===== src/ofs_map.vh =====
// Constants for the output fault status bank: addresses, field positions,
// reset values and timing counts.
// Assumes a 125 MHz system clock and the device's serial control logic in front.
`ifndef OFS_MAP_VH
`define OFS_MAP_VH

// Register addresses on the serial control port
`define OFS_ADDR_OVERCURRENT   6'h11
`define OFS_ADDR_OPEN_LOAD     6'h12
`define OFS_ADDR_CONFIG        6'h3f

// Reset values
`define OFS_FLAGS_RESET        16'h0000
`define OFS_CONFIG_RESET       4'h0

// Configuration register field positions
`define OFS_CFG_SUMMARY_MASK   3
`define OFS_CFG_BRIDGE1_LS     4
`define OFS_CFG_BRIDGE1_HS     5
`define OFS_CFG_GROUP_MASK     6

// Flag bit positions shared by both flag registers
`define OFS_BIT_FAST_DISCHARGE 15
`define OFS_BIT_GLASS_VOLTAGE  14
`define OFS_BIT_OUTPUT_SEVEN   11
`define OFS_BIT_BRIDGE1_HS     1
`define OFS_BIT_BRIDGE1_LS     0

// Timing: figures in microseconds; counts are time times clock rate,
// sized to the 18-bit counters so no parameter is truncated
`define OFS_CLK_MHZ            125
`define OFS_OL_FILTER_TIME_US  2000
`define OFS_RETRY_LONG_TIME_US 1000
`define OFS_RETRY_SHORT_TIME_US 250
`define OFS_OL_FILTER_CYC      18'h3d090
`define OFS_RETRY_LONG_CYC     18'h1e848
`define OFS_RETRY_SHORT_CYC    18'h07a12

`endif


===== src/ofs_status_bank.v =====
// Overcurrent and open-load status bank with per-output driver gating.
// Flag registers are read-and-clear; writes to them are ignored.
// Retry off times come from parameters, not from registers.
// Assumes the serial control logic presents one-cycle access strobes on clk,
// and that detector inputs are asynchronous analog comparator levels.
`timescale 1ns/1ps
`default_nettype none
`include "ofs_map.vh"

module ofs_status_bank #(
    parameter [17:0] OL_FILTER_CYC   = `OFS_OL_FILTER_CYC,
    parameter [17:0] RETRY_LONG_CYC  = `OFS_RETRY_LONG_CYC,
    parameter [17:0] RETRY_SHORT_CYC = `OFS_RETRY_SHORT_CYC
) (
    input  wire        clk,
    input  wire        sys_rst,
    // Register access from the serial control logic
    input  wire        accStrobe,
    input  wire        accWrite,
    input  wire        accClear,
    input  wire [5:0]  accAddr,
    input  wire [15:0] accWrData,
    output reg  [15:0] rdData_q,
    output reg         rdValid_q,
    // Control register fields held elsewhere
    input  wire [15:0] recoveryEnable,
    input  wire        retryDutySel,
    input  wire [15:0] outEnable,
    // Analog detector levels
    input  wire [15:0] overcurrentDet,
    input  wire [15:0] underCurrentDet,
    input  wire        tempWarnDet,
    // Results
    output wire [15:0] driverOn,
    output reg         warnOpenSummary_q,
    output reg         globalErrorFlag_q
);

    ////////////////////////////////////////////////////////////////////////
    // Input synchronisers

    // Meta stages never feed logic; only the sync stages do
    reg  [15:0] ocMeta_q;
    reg  [15:0] ocSync_q;
    reg  [15:0] ulMeta_q;
    reg  [15:0] ulSync_q;
    reg         twMeta_q;
    reg         twSync_q;

    // Two stages each; only the second stage feeds logic
    always @(posedge clk or posedge sys_rst)
    begin
        if (sys_rst)
        begin
            ocMeta_q <= 16'h0000;
            ocSync_q <= 16'h0000;
        end
        else
        begin
            ocMeta_q <= overcurrentDet;
            ocSync_q <= ocMeta_q;
        end
    end

    // Undercurrent levels, same two-stage treatment
    always @(posedge clk or posedge sys_rst)
    begin
        if (sys_rst)
        begin
            ulMeta_q <= 16'h0000;
            ulSync_q <= 16'h0000;
        end
        else
        begin
            ulMeta_q <= underCurrentDet;
            ulSync_q <= ulMeta_q;
        end
    end

    // Temperature warning level
    always @(posedge clk or posedge sys_rst)
    begin
        if (sys_rst)
        begin
            twMeta_q <= 1'b0;
            twSync_q <= 1'b0;
        end
        else
        begin
            twMeta_q <= tempWarnDet;
            twSync_q <= twMeta_q;
        end
    end

    ////////////////////////////////////////////////////////////////////////
    // Access decode

    // Writes to the flag registers fall through; both are read-only
    wire accRead   = accStrobe & ~accWrite;
    wire hitOc     = (accAddr == `OFS_ADDR_OVERCURRENT);
    wire hitOl     = (accAddr == `OFS_ADDR_OPEN_LOAD);
    wire hitCfg    = (accAddr == `OFS_ADDR_CONFIG);
    // Clear rides on a read so the host always sees what it wipes
    wire clearOc   = accRead & accClear & hitOc;
    wire clearOl   = accRead & accClear & hitOl;
    // Config writes land whole; bits outside 6..3 are dropped
    wire cfgWrite  = accStrobe & accWrite & hitCfg;

    ////////////////////////////////////////////////////////////////////////
    // Configuration register, mask bits 6..3

    // Only the four mask bits are stored in this bank
    reg  [3:0]  cfgMask_q;

    // Bits outside 6..3 belong to other blocks and read zero here
    always @(posedge clk or posedge sys_rst)
    begin
        if (sys_rst)
            cfgMask_q <= `OFS_CONFIG_RESET;
        else if (cfgWrite)
            cfgMask_q <= accWrData[`OFS_CFG_GROUP_MASK:`OFS_CFG_SUMMARY_MASK];
    end

    wire maskGroup = cfgMask_q[`OFS_CFG_GROUP_MASK - `OFS_CFG_SUMMARY_MASK];
    wire maskB1Hs  = cfgMask_q[`OFS_CFG_BRIDGE1_HS - `OFS_CFG_SUMMARY_MASK];
    wire maskB1Ls  = cfgMask_q[`OFS_CFG_BRIDGE1_LS - `OFS_CFG_SUMMARY_MASK];
    wire maskSum   = cfgMask_q[0];

    // Per-stage open-load mask vector
    // Stages outside the three mask groups are never masked
    reg  [15:0] olMask;

    always @*
    begin
        olMask = 16'h0000;
        olMask[`OFS_BIT_BRIDGE1_HS]     = maskB1Hs;
        olMask[`OFS_BIT_BRIDGE1_LS]     = maskB1Ls;
        olMask[`OFS_BIT_FAST_DISCHARGE] = maskGroup;
        olMask[`OFS_BIT_GLASS_VOLTAGE]  = maskGroup;
        olMask[`OFS_BIT_OUTPUT_SEVEN]   = maskGroup;
    end

    // Off time per retry sets the duty of the pulsed current
    // Limitation: one duty select is shared by every stage
    wire [17:0] retryOff = retryDutySel ? RETRY_SHORT_CYC : RETRY_LONG_CYC;

    ////////////////////////////////////////////////////////////////////////
    // Per-stage fault logic

    wire [15:0] ocFlags;
    wire [15:0] olFlags;

    // One slice per status bit, bit i of both flag registers
    genvar i;
    generate
        for (i = 0; i < 16; i = i + 1)
        begin : gStage
            // Counters are 18 bits, enough for the 2 ms filter at 125 MHz
            reg         drv_q;
            reg         ocFlag_q;
            reg         olFlag_q;
            reg  [17:0] retryCnt_q;
            reg  [17:0] olCnt_q;

            // Overcurrent only counts while we actually drive the stage
            // Trade-off: a fault shorter than one clock may slip past
            wire ocHit   = ocSync_q[i] & drv_q;
            wire retryOn = (retryCnt_q != 18'h00000);
            // Open load watched only on an activated, conducting stage
            wire olWatch = drv_q & outEnable[i] & ulSync_q[i];
            // Counter parks at its end value while the fault persists
            wire olDone  = (olCnt_q == OL_FILTER_CYC - 18'h00001);

            // Driver gate: fault off, retry wait, or host-held off
            // Manual mode waits for the clear to land before restart
            always @(posedge clk or posedge sys_rst)
            begin
                if (sys_rst)
                    drv_q <= 1'b0;
                else if (ocHit)
                    drv_q <= 1'b0;
                else if (retryOn)
                    drv_q <= 1'b0;
                else if (recoveryEnable[i])
                    drv_q <= outEnable[i];
                else
                    drv_q <= outEnable[i] & ~ocFlag_q;
            end

            // Retry hold-off, loaded only in automatic recovery mode
            // Driver stays off for the whole count, then follows its request
            always @(posedge clk or posedge sys_rst)
            begin
                if (sys_rst)
                    retryCnt_q <= 18'h00000;
                else if (ocHit & recoveryEnable[i])
                    retryCnt_q <= retryOff;
                else if (retryOn)
                    retryCnt_q <= retryCnt_q - 18'h00001;
            end

            // Sticky flag; a new fault beats a clear in the same cycle
            always @(posedge clk or posedge sys_rst)
            begin
                if (sys_rst)
                    ocFlag_q <= 1'b0;
                else if (ocHit)
                    ocFlag_q <= 1'b1;
                else if (clearOc)
                    ocFlag_q <= 1'b0;
            end

            // Continuous undercurrent filter; any break restarts it
            always @(posedge clk or posedge sys_rst)
            begin
                if (sys_rst)
                    olCnt_q <= 18'h00000;
                else if (!olWatch)
                    olCnt_q <= 18'h00000;
                else if (!olDone)
                    olCnt_q <= olCnt_q + 18'h00001;
            end

            // Open-load flag, set wins over clear
            always @(posedge clk or posedge sys_rst)
            begin
                if (sys_rst)
                    olFlag_q <= 1'b0;
                else if (olWatch & olDone)
                    olFlag_q <= 1'b1;
                else if (clearOl)
                    olFlag_q <= 1'b0;
            end

            // Flatten per-stage state into the bank vectors
            assign driverOn[i] = drv_q;
            assign ocFlags[i]  = ocFlag_q;
            assign olFlags[i]  = olFlag_q;
        end
    endgenerate

    ////////////////////////////////////////////////////////////////////////
    // Read path

    reg  [15:0] rdMux;

    // Value returned is the flag state before any clear in this access
    // Config reads return only the bits this bank owns
    always @*
    begin
        rdMux = 16'h0000;
        if (hitOc)
            rdMux = ocFlags;
        else if (hitOl)
            rdMux = olFlags;
        else if (hitCfg)
            rdMux = {9'h000, cfgMask_q, 3'h0};
    end

    // Valid pulses for one cycle after each read strobe
    always @(posedge clk or posedge sys_rst)
    begin
        if (sys_rst)
            rdValid_q <= 1'b0;
        else
            rdValid_q <= accRead;
    end

    // Unmapped addresses answer zero rather than stale data
    always @(posedge clk or posedge sys_rst)
    begin
        if (sys_rst)
            rdData_q <= `OFS_FLAGS_RESET;
        else if (accRead)
            rdData_q <= rdMux;
    end

    ////////////////////////////////////////////////////////////////////////
    // Summary bits

    // Masks act only on the summary; the flags still latch
    wire olSummary  = |(olFlags & ~olMask);
    wire warnOrOpen = twSync_q | olSummary;

    // Registered so the global status byte sees clean levels
    always @(posedge clk or posedge sys_rst)
    begin
        if (sys_rst)
            warnOpenSummary_q <= 1'b0;
        else
            warnOpenSummary_q <= warnOrOpen;
    end

    // Config bit 3 keeps warnings out of the global error flag
    always @(posedge clk or posedge sys_rst)
    begin
        if (sys_rst)
            globalErrorFlag_q <= 1'b0;
        else
            globalErrorFlag_q <= warnOrOpen & ~maskSum;
    end

endmodule // ofs_status_bank

`default_nettype wire


===== config.mk =====
export PLATFORM = sky130hd
export DESIGN_NAME = ofs_status_bank
export DESIGN_NICKNAME = d
export VERILOG_FILES = /design/src/ofs_status_bank.v
export VERILOG_INCLUDE_DIRS = /design/src
export SDC_FILE = /design/constraint.sdc
export NUM_CORES = 2
export LEC_CHECK = 0
export ABC_AREA = 1
export BUFFER_PORTS_ARGS = -buffer_cell sky130_fd_sc_hd__buf_2
export CAP_MARGIN = 15
export CELL_PAD_IN_SITES_DETAIL_PLACEMENT = 1
export CELL_PAD_IN_SITES_GLOBAL_PLACEMENT = 2
export CORE_MARGIN = 2
export CORE_UTILIZATION = 33
export DETAILED_ROUTE_END_ITERATION = 8
export PLACE_DENSITY_LB_ADDON = 0.3
export RECOVER_POWER = 100
export SETUP_SLACK_MARGIN = 0.5
export SKIP_LAST_GASP = 1
export SLEW_MARGIN = 30
export SYNTH_ARGS = -nofsm -noshare
export SYNTH_HDL_FRONTEND = slang
export SYNTH_SLANG_ARGS = --single-unit

===== constraint.sdc =====
create_clock -name clk -period 23.2 [get_ports clk]
set_input_delay 3.48 -clock clk [delete_from_list [all_inputs] [get_ports clk]]
set_output_delay 3.48 -clock clk [all_outputs]
set_load 0.02 [all_outputs]

# == Yosys cells after proc, flatten, opt, wreduce, memory -nomap -nowiden ==
# Cells that the tools add are included.
# word_totals
in_bits,93
ff_bits,713
output_inout_bits,35
elab_cells,497
# classes
reduce_logical,65
n_addsub,32
n_eq_ne,35
n_mux,150
bitwise,124
# op_table
operator,count
18-bit two-way mux,64
"18-bit by 1-bit adder with 18-bit output, second input constant",16
"18-bit == test, second input constant",16
18-bit nonzero test,16
"18-bit by 1-bit subtractor with 18-bit output, second input constant",16
1-bit bitwise AND,103
2-bit nonzero test,48
1-bit two-way mux,82
16-bit two-way mux,2
"2-bit != test, second input constant",16
1-bit NOT,18
17-bit two-way mux,1
16-bit bitwise AND,1
16-bit NOT,1
16-bit OR reduction,1
"6-bit by 5-bit == test with 1-bit output, second input constant",2
7-bit two-way mux,1
"6-bit == test, second input constant",1
1-bit OR,1

# == Logic depth before layout (Yosys ltp) ==
# depth
depth_word,6
ltp_mapped,10
mapped_depth_nobuf,10

# == Worst setup path before layout ==
# No wires, ideal clock.
# synth_path
path_type,input to register
startpoint,input port accStrobe
endpoint,register gStage[6].ocFlag_q
setup_ns,0.118
stages,8
path_slack_ns,18.864
t_required_ns,23.082
n_path_buf,1
arrival_ns,4.218
cell_sequence,inv_1 nor2_4 inv_2 nor2_2 nand3_2 buf_2 nand2_1 nand2_1
# synth_via
elab_chain_len,4
# synth_lines
element,line,text
start: declaration,ofs_status_bank.v:18,"input wire accStrobe,"
1-bit bitwise AND,ofs_status_bank.v:99,wire accRead = accStrobe & ~accWrite;
1-bit bitwise AND (2 in a row),ofs_status_bank.v:104,wire clearOc = accRead & accClear & hitOc;
2-bit nonzero test (no source line),n/a,
end signal: assignment,ofs_status_bank.v:206,ocFlag_q <= 1'b0;
end signal: assignment,ofs_status_bank.v:208,ocFlag_q <= 1'b1;
end signal: assignment,ofs_status_bank.v:210,ocFlag_q <= 1'b0;
end: declaration,ofs_status_bank.v:160,reg ocFlag_q;
# No other way between the ends.
# A chain may end at the register's enable or synchronous reset.

==> reports/results.txt <==
Synth area leaders - dfrtp_1 (45%), nand2_1 (15%), nor2_1 (8.5%), nand3_1 (7.2%), inv_1 (6.3%)
Worst-path clk slew - 0.06 ns
number of synthesized flops with an enable pin - 0
failing checks - capacitance limit, slew limit
first-pass GRT wire length - 189.4 mm
CP Cell Sequence - clkbuf_1, clkinvlp_4, clkbuf_1, clkbuf_1, clkbuf_1, buf_6, buf_6
# rows - 127
total power - 2910 µW
syn_area_per_cell - 7.310 µm²
DIE HEIGHT - 351.0 µm
Post-CTS Hold Fix Bufs - 0
layout net count - 5725
number of max-cap violations - 10
peak supply drop - 0.05210 mV
Area Overhead vs Synth - 12.20%
final setup margin - 10.45 ns
Critical Path RT - 23.91 ns
post-synth top area cell - dfrtp_1
RSZ-0062 raised after global routing - false
# DRC - 0
Die X - 351.0 µm
Worst-Margin Slew - 6.386 ns
min Tclk post-route - 12.75 ns
Clock Path Buffers - 3
Root Driver - clkbuf_16
most used cell, CP - clkbuf_1
CTS tree - done
Synth Net Count - 5563
total die area - 123200 µm²
Max Freq - 0.07845 GHz
design area - 44590 µm²
Tcrit/Tclk final - 54.94%
Seq cells post-synth - 713
vias per cell - 4.791
synth cell count leaders - nand2_1 (1546), nor2_1 (897), dfrtp_1 (713)
leak pwr - 0.02162 µW
biggest regs - gStage.olCnt_q (288), gStage.retryCnt_q (288)
Synth Instances - 5437
# IOs - 128
core area - 119700 µm²
post-synthesis sequential area ratio - 44.89%
Final ANT Viol Nets - 0
fraction of layout cells with a size suffix above 1 - 6.887%
Crit Path Class - primary input to async pin
pwr dens - 65.25 nW/µm²
Worst setup EP type - async pin
pin count of the biggest net entering global routing - 155
Pre-antenna DRT Iters - 5
Final Hold Viols - 0
global route overflow - 0
drt wl/cell - 15.51 µm
PortBufs - 115
Synth Cell Area - 39740 µm²
Final GP Congestion - 0.7888
post-route setup TNS - 0 ns
starting density of the core - 33.22%
Critical Path AT - 13.46 ns
Warnings, synthesis - 0
post-cts sizing count - 0
initial antenna violation count - 2
GRT Total Usage - 18.67%
most common cell in the netlist - nand2_1
status - finished, violations left
Worst Hold Class - flop to flop
relative slew slack - -325.7%
pre-CTS WS - 16.09 ns
Synth async-reset ratio - 100.0%
routed vias - 34.86k
# diodes - 0
placed cell area - 42100 µm²
Clock Sinks - 713
Slew Viols, Final - 439
Post CTS Setup Buffer Count - 0
crit path buf inv count - 7
clk_lat worst skew - 0.66 ns
total routed wirelength - 112.9 mm
Slowest-stage cell, CP - clkbuf_1
DRT iter0 DRCs - 1567
# H-tree levels - 3
area share of the largest cell type after synthesis - 44.89%
# setup viols final - 0
Most used DFF post-synth - dfrtp_1
post-DP HPWL - 82.24 mm
total CTS buffers - 91
CP Max Fanout - 115
Top delay family on crit path - buffers and inverters
max incr delay on CP - 4.55 ns
vias in the first global route - 36.55k
Setup crit start kind - primary input
unique cell type count in the Yosys netlist - 45
clock skew - 0.01938 ns
-- path summary, 6_finish.rpt --
path                             startpoint                         to  slack (ns)  depth (start not counted)
setup / recovery                    sys_rst     gStage[15].olCnt_q[13]       10.45                          7
hold / removal                  ulMeta_q[4]                ulSync_q[4]        0.34                          0
setup reg to reg           gStage[11].drv_q  gStage[11].retryCnt_q[10]       20.90                          5
hold reg to reg                 ulMeta_q[4]                ulSync_q[4]        0.34                          0
max in group clk                  accStrobe        gStage[13].ocFlag_q       16.09                          8
min in group asynchronous           sys_rst  gStage[10].retryCnt_q[15]        3.73                          3
-- power breakdown --
part / leakage, µW / total (µW) / switching, µW / internal, µW
clock network: 0.00145 / 1430 / 572 / 855
registers: 0.00892 / 1330 / 42.3 / 1280
logic: 0.0113 / 157 / 109 / 48.0
-- final cells by class --
class / count / area (µm²)
Clock buffer: 128 / 2609
Fill cell: 14935 / 75060
Sequential cell: 713 / 17840
Inverter: 690 / 2594
Tap cell: 1612 / 2017
Timing Repair Buffer: 130 / 579.3
Clock inverter: 29 / 337.8
Multi-Input combinational cell: 3973 / 18610
-- placed cells by master, fill, tap and decap left out, types with 16 or more instances in the layout --
master	netlist	routed
a21oi_1	144	144
buf_2	26	46
clkbuf_1	9	98
clkbuf_16	0	93
clkinv_2	0	16
dfrtp_1	713	713
ha_1	33	33
inv_1	663	683
nand2_1	1546	1546
nand2_2	27	27
nand3_1	570	584
nand3b_1	67	67
nand4_1	99	115
nor2_1	897	901
nor2_2	56	53
nor3_1	53	53
o21ai_0	155	180
o21bai_1	20	20
or2_2	54	54
xnor2_1	23	23
xor2_1	62	62
-- per-layer routing --
metal / vias up / wire length, µm / global-route usage, %
met5: - / 13 / 0
met4: 2 / 1611 / 3.889
met3: 106 / 3889 / 2.755
met2: 310 / 51730 / 31.24
met1: 16906 / 55630 / 25.55
li1: 17532 / - / -
-- through the flow --
stage | utilization [%] | hold slack (ns) | cells
floorplan | - | 0.3312 | 5437
global placement | 35.18 | 0.3317 | 7117
detailed placement | 35.19 | 0.3363 | 7117
CTS | 37.65 | 0.3437 | 7274
global route | 37.27 | 0.3540 | 7275
finish | 37.27 | 0.3430 | 7275
-- worst register-to-register path, stage by stage (launching register included) --
cell and delay [ns]:
dfrtp_1 0.42, nand3_1 0.11, clkbuf_1 0.71, nand4_1 0.55
inv_1 0.32, nor2_1 0.08
-- cells by family (layout without fill, tap and decap cells) --
kind of cell | after synthesis | count (layout) | synth area share [%]
adder cells (fa/ha/maj) | 33 | 33 | 1.039
flip-flops | 713 | 713 | 44.89
AO/OA/AOI/OAI | 383 | 383 | 5.144
AND/OR/NAND/NOR | 3472 | 3472 | 39.61
buffers and inverters | 751 | 977 | 7.439
XOR/XNOR | 85 | 85 | 1.873
No activity file was read; power rests on OpenSTA's default activity.
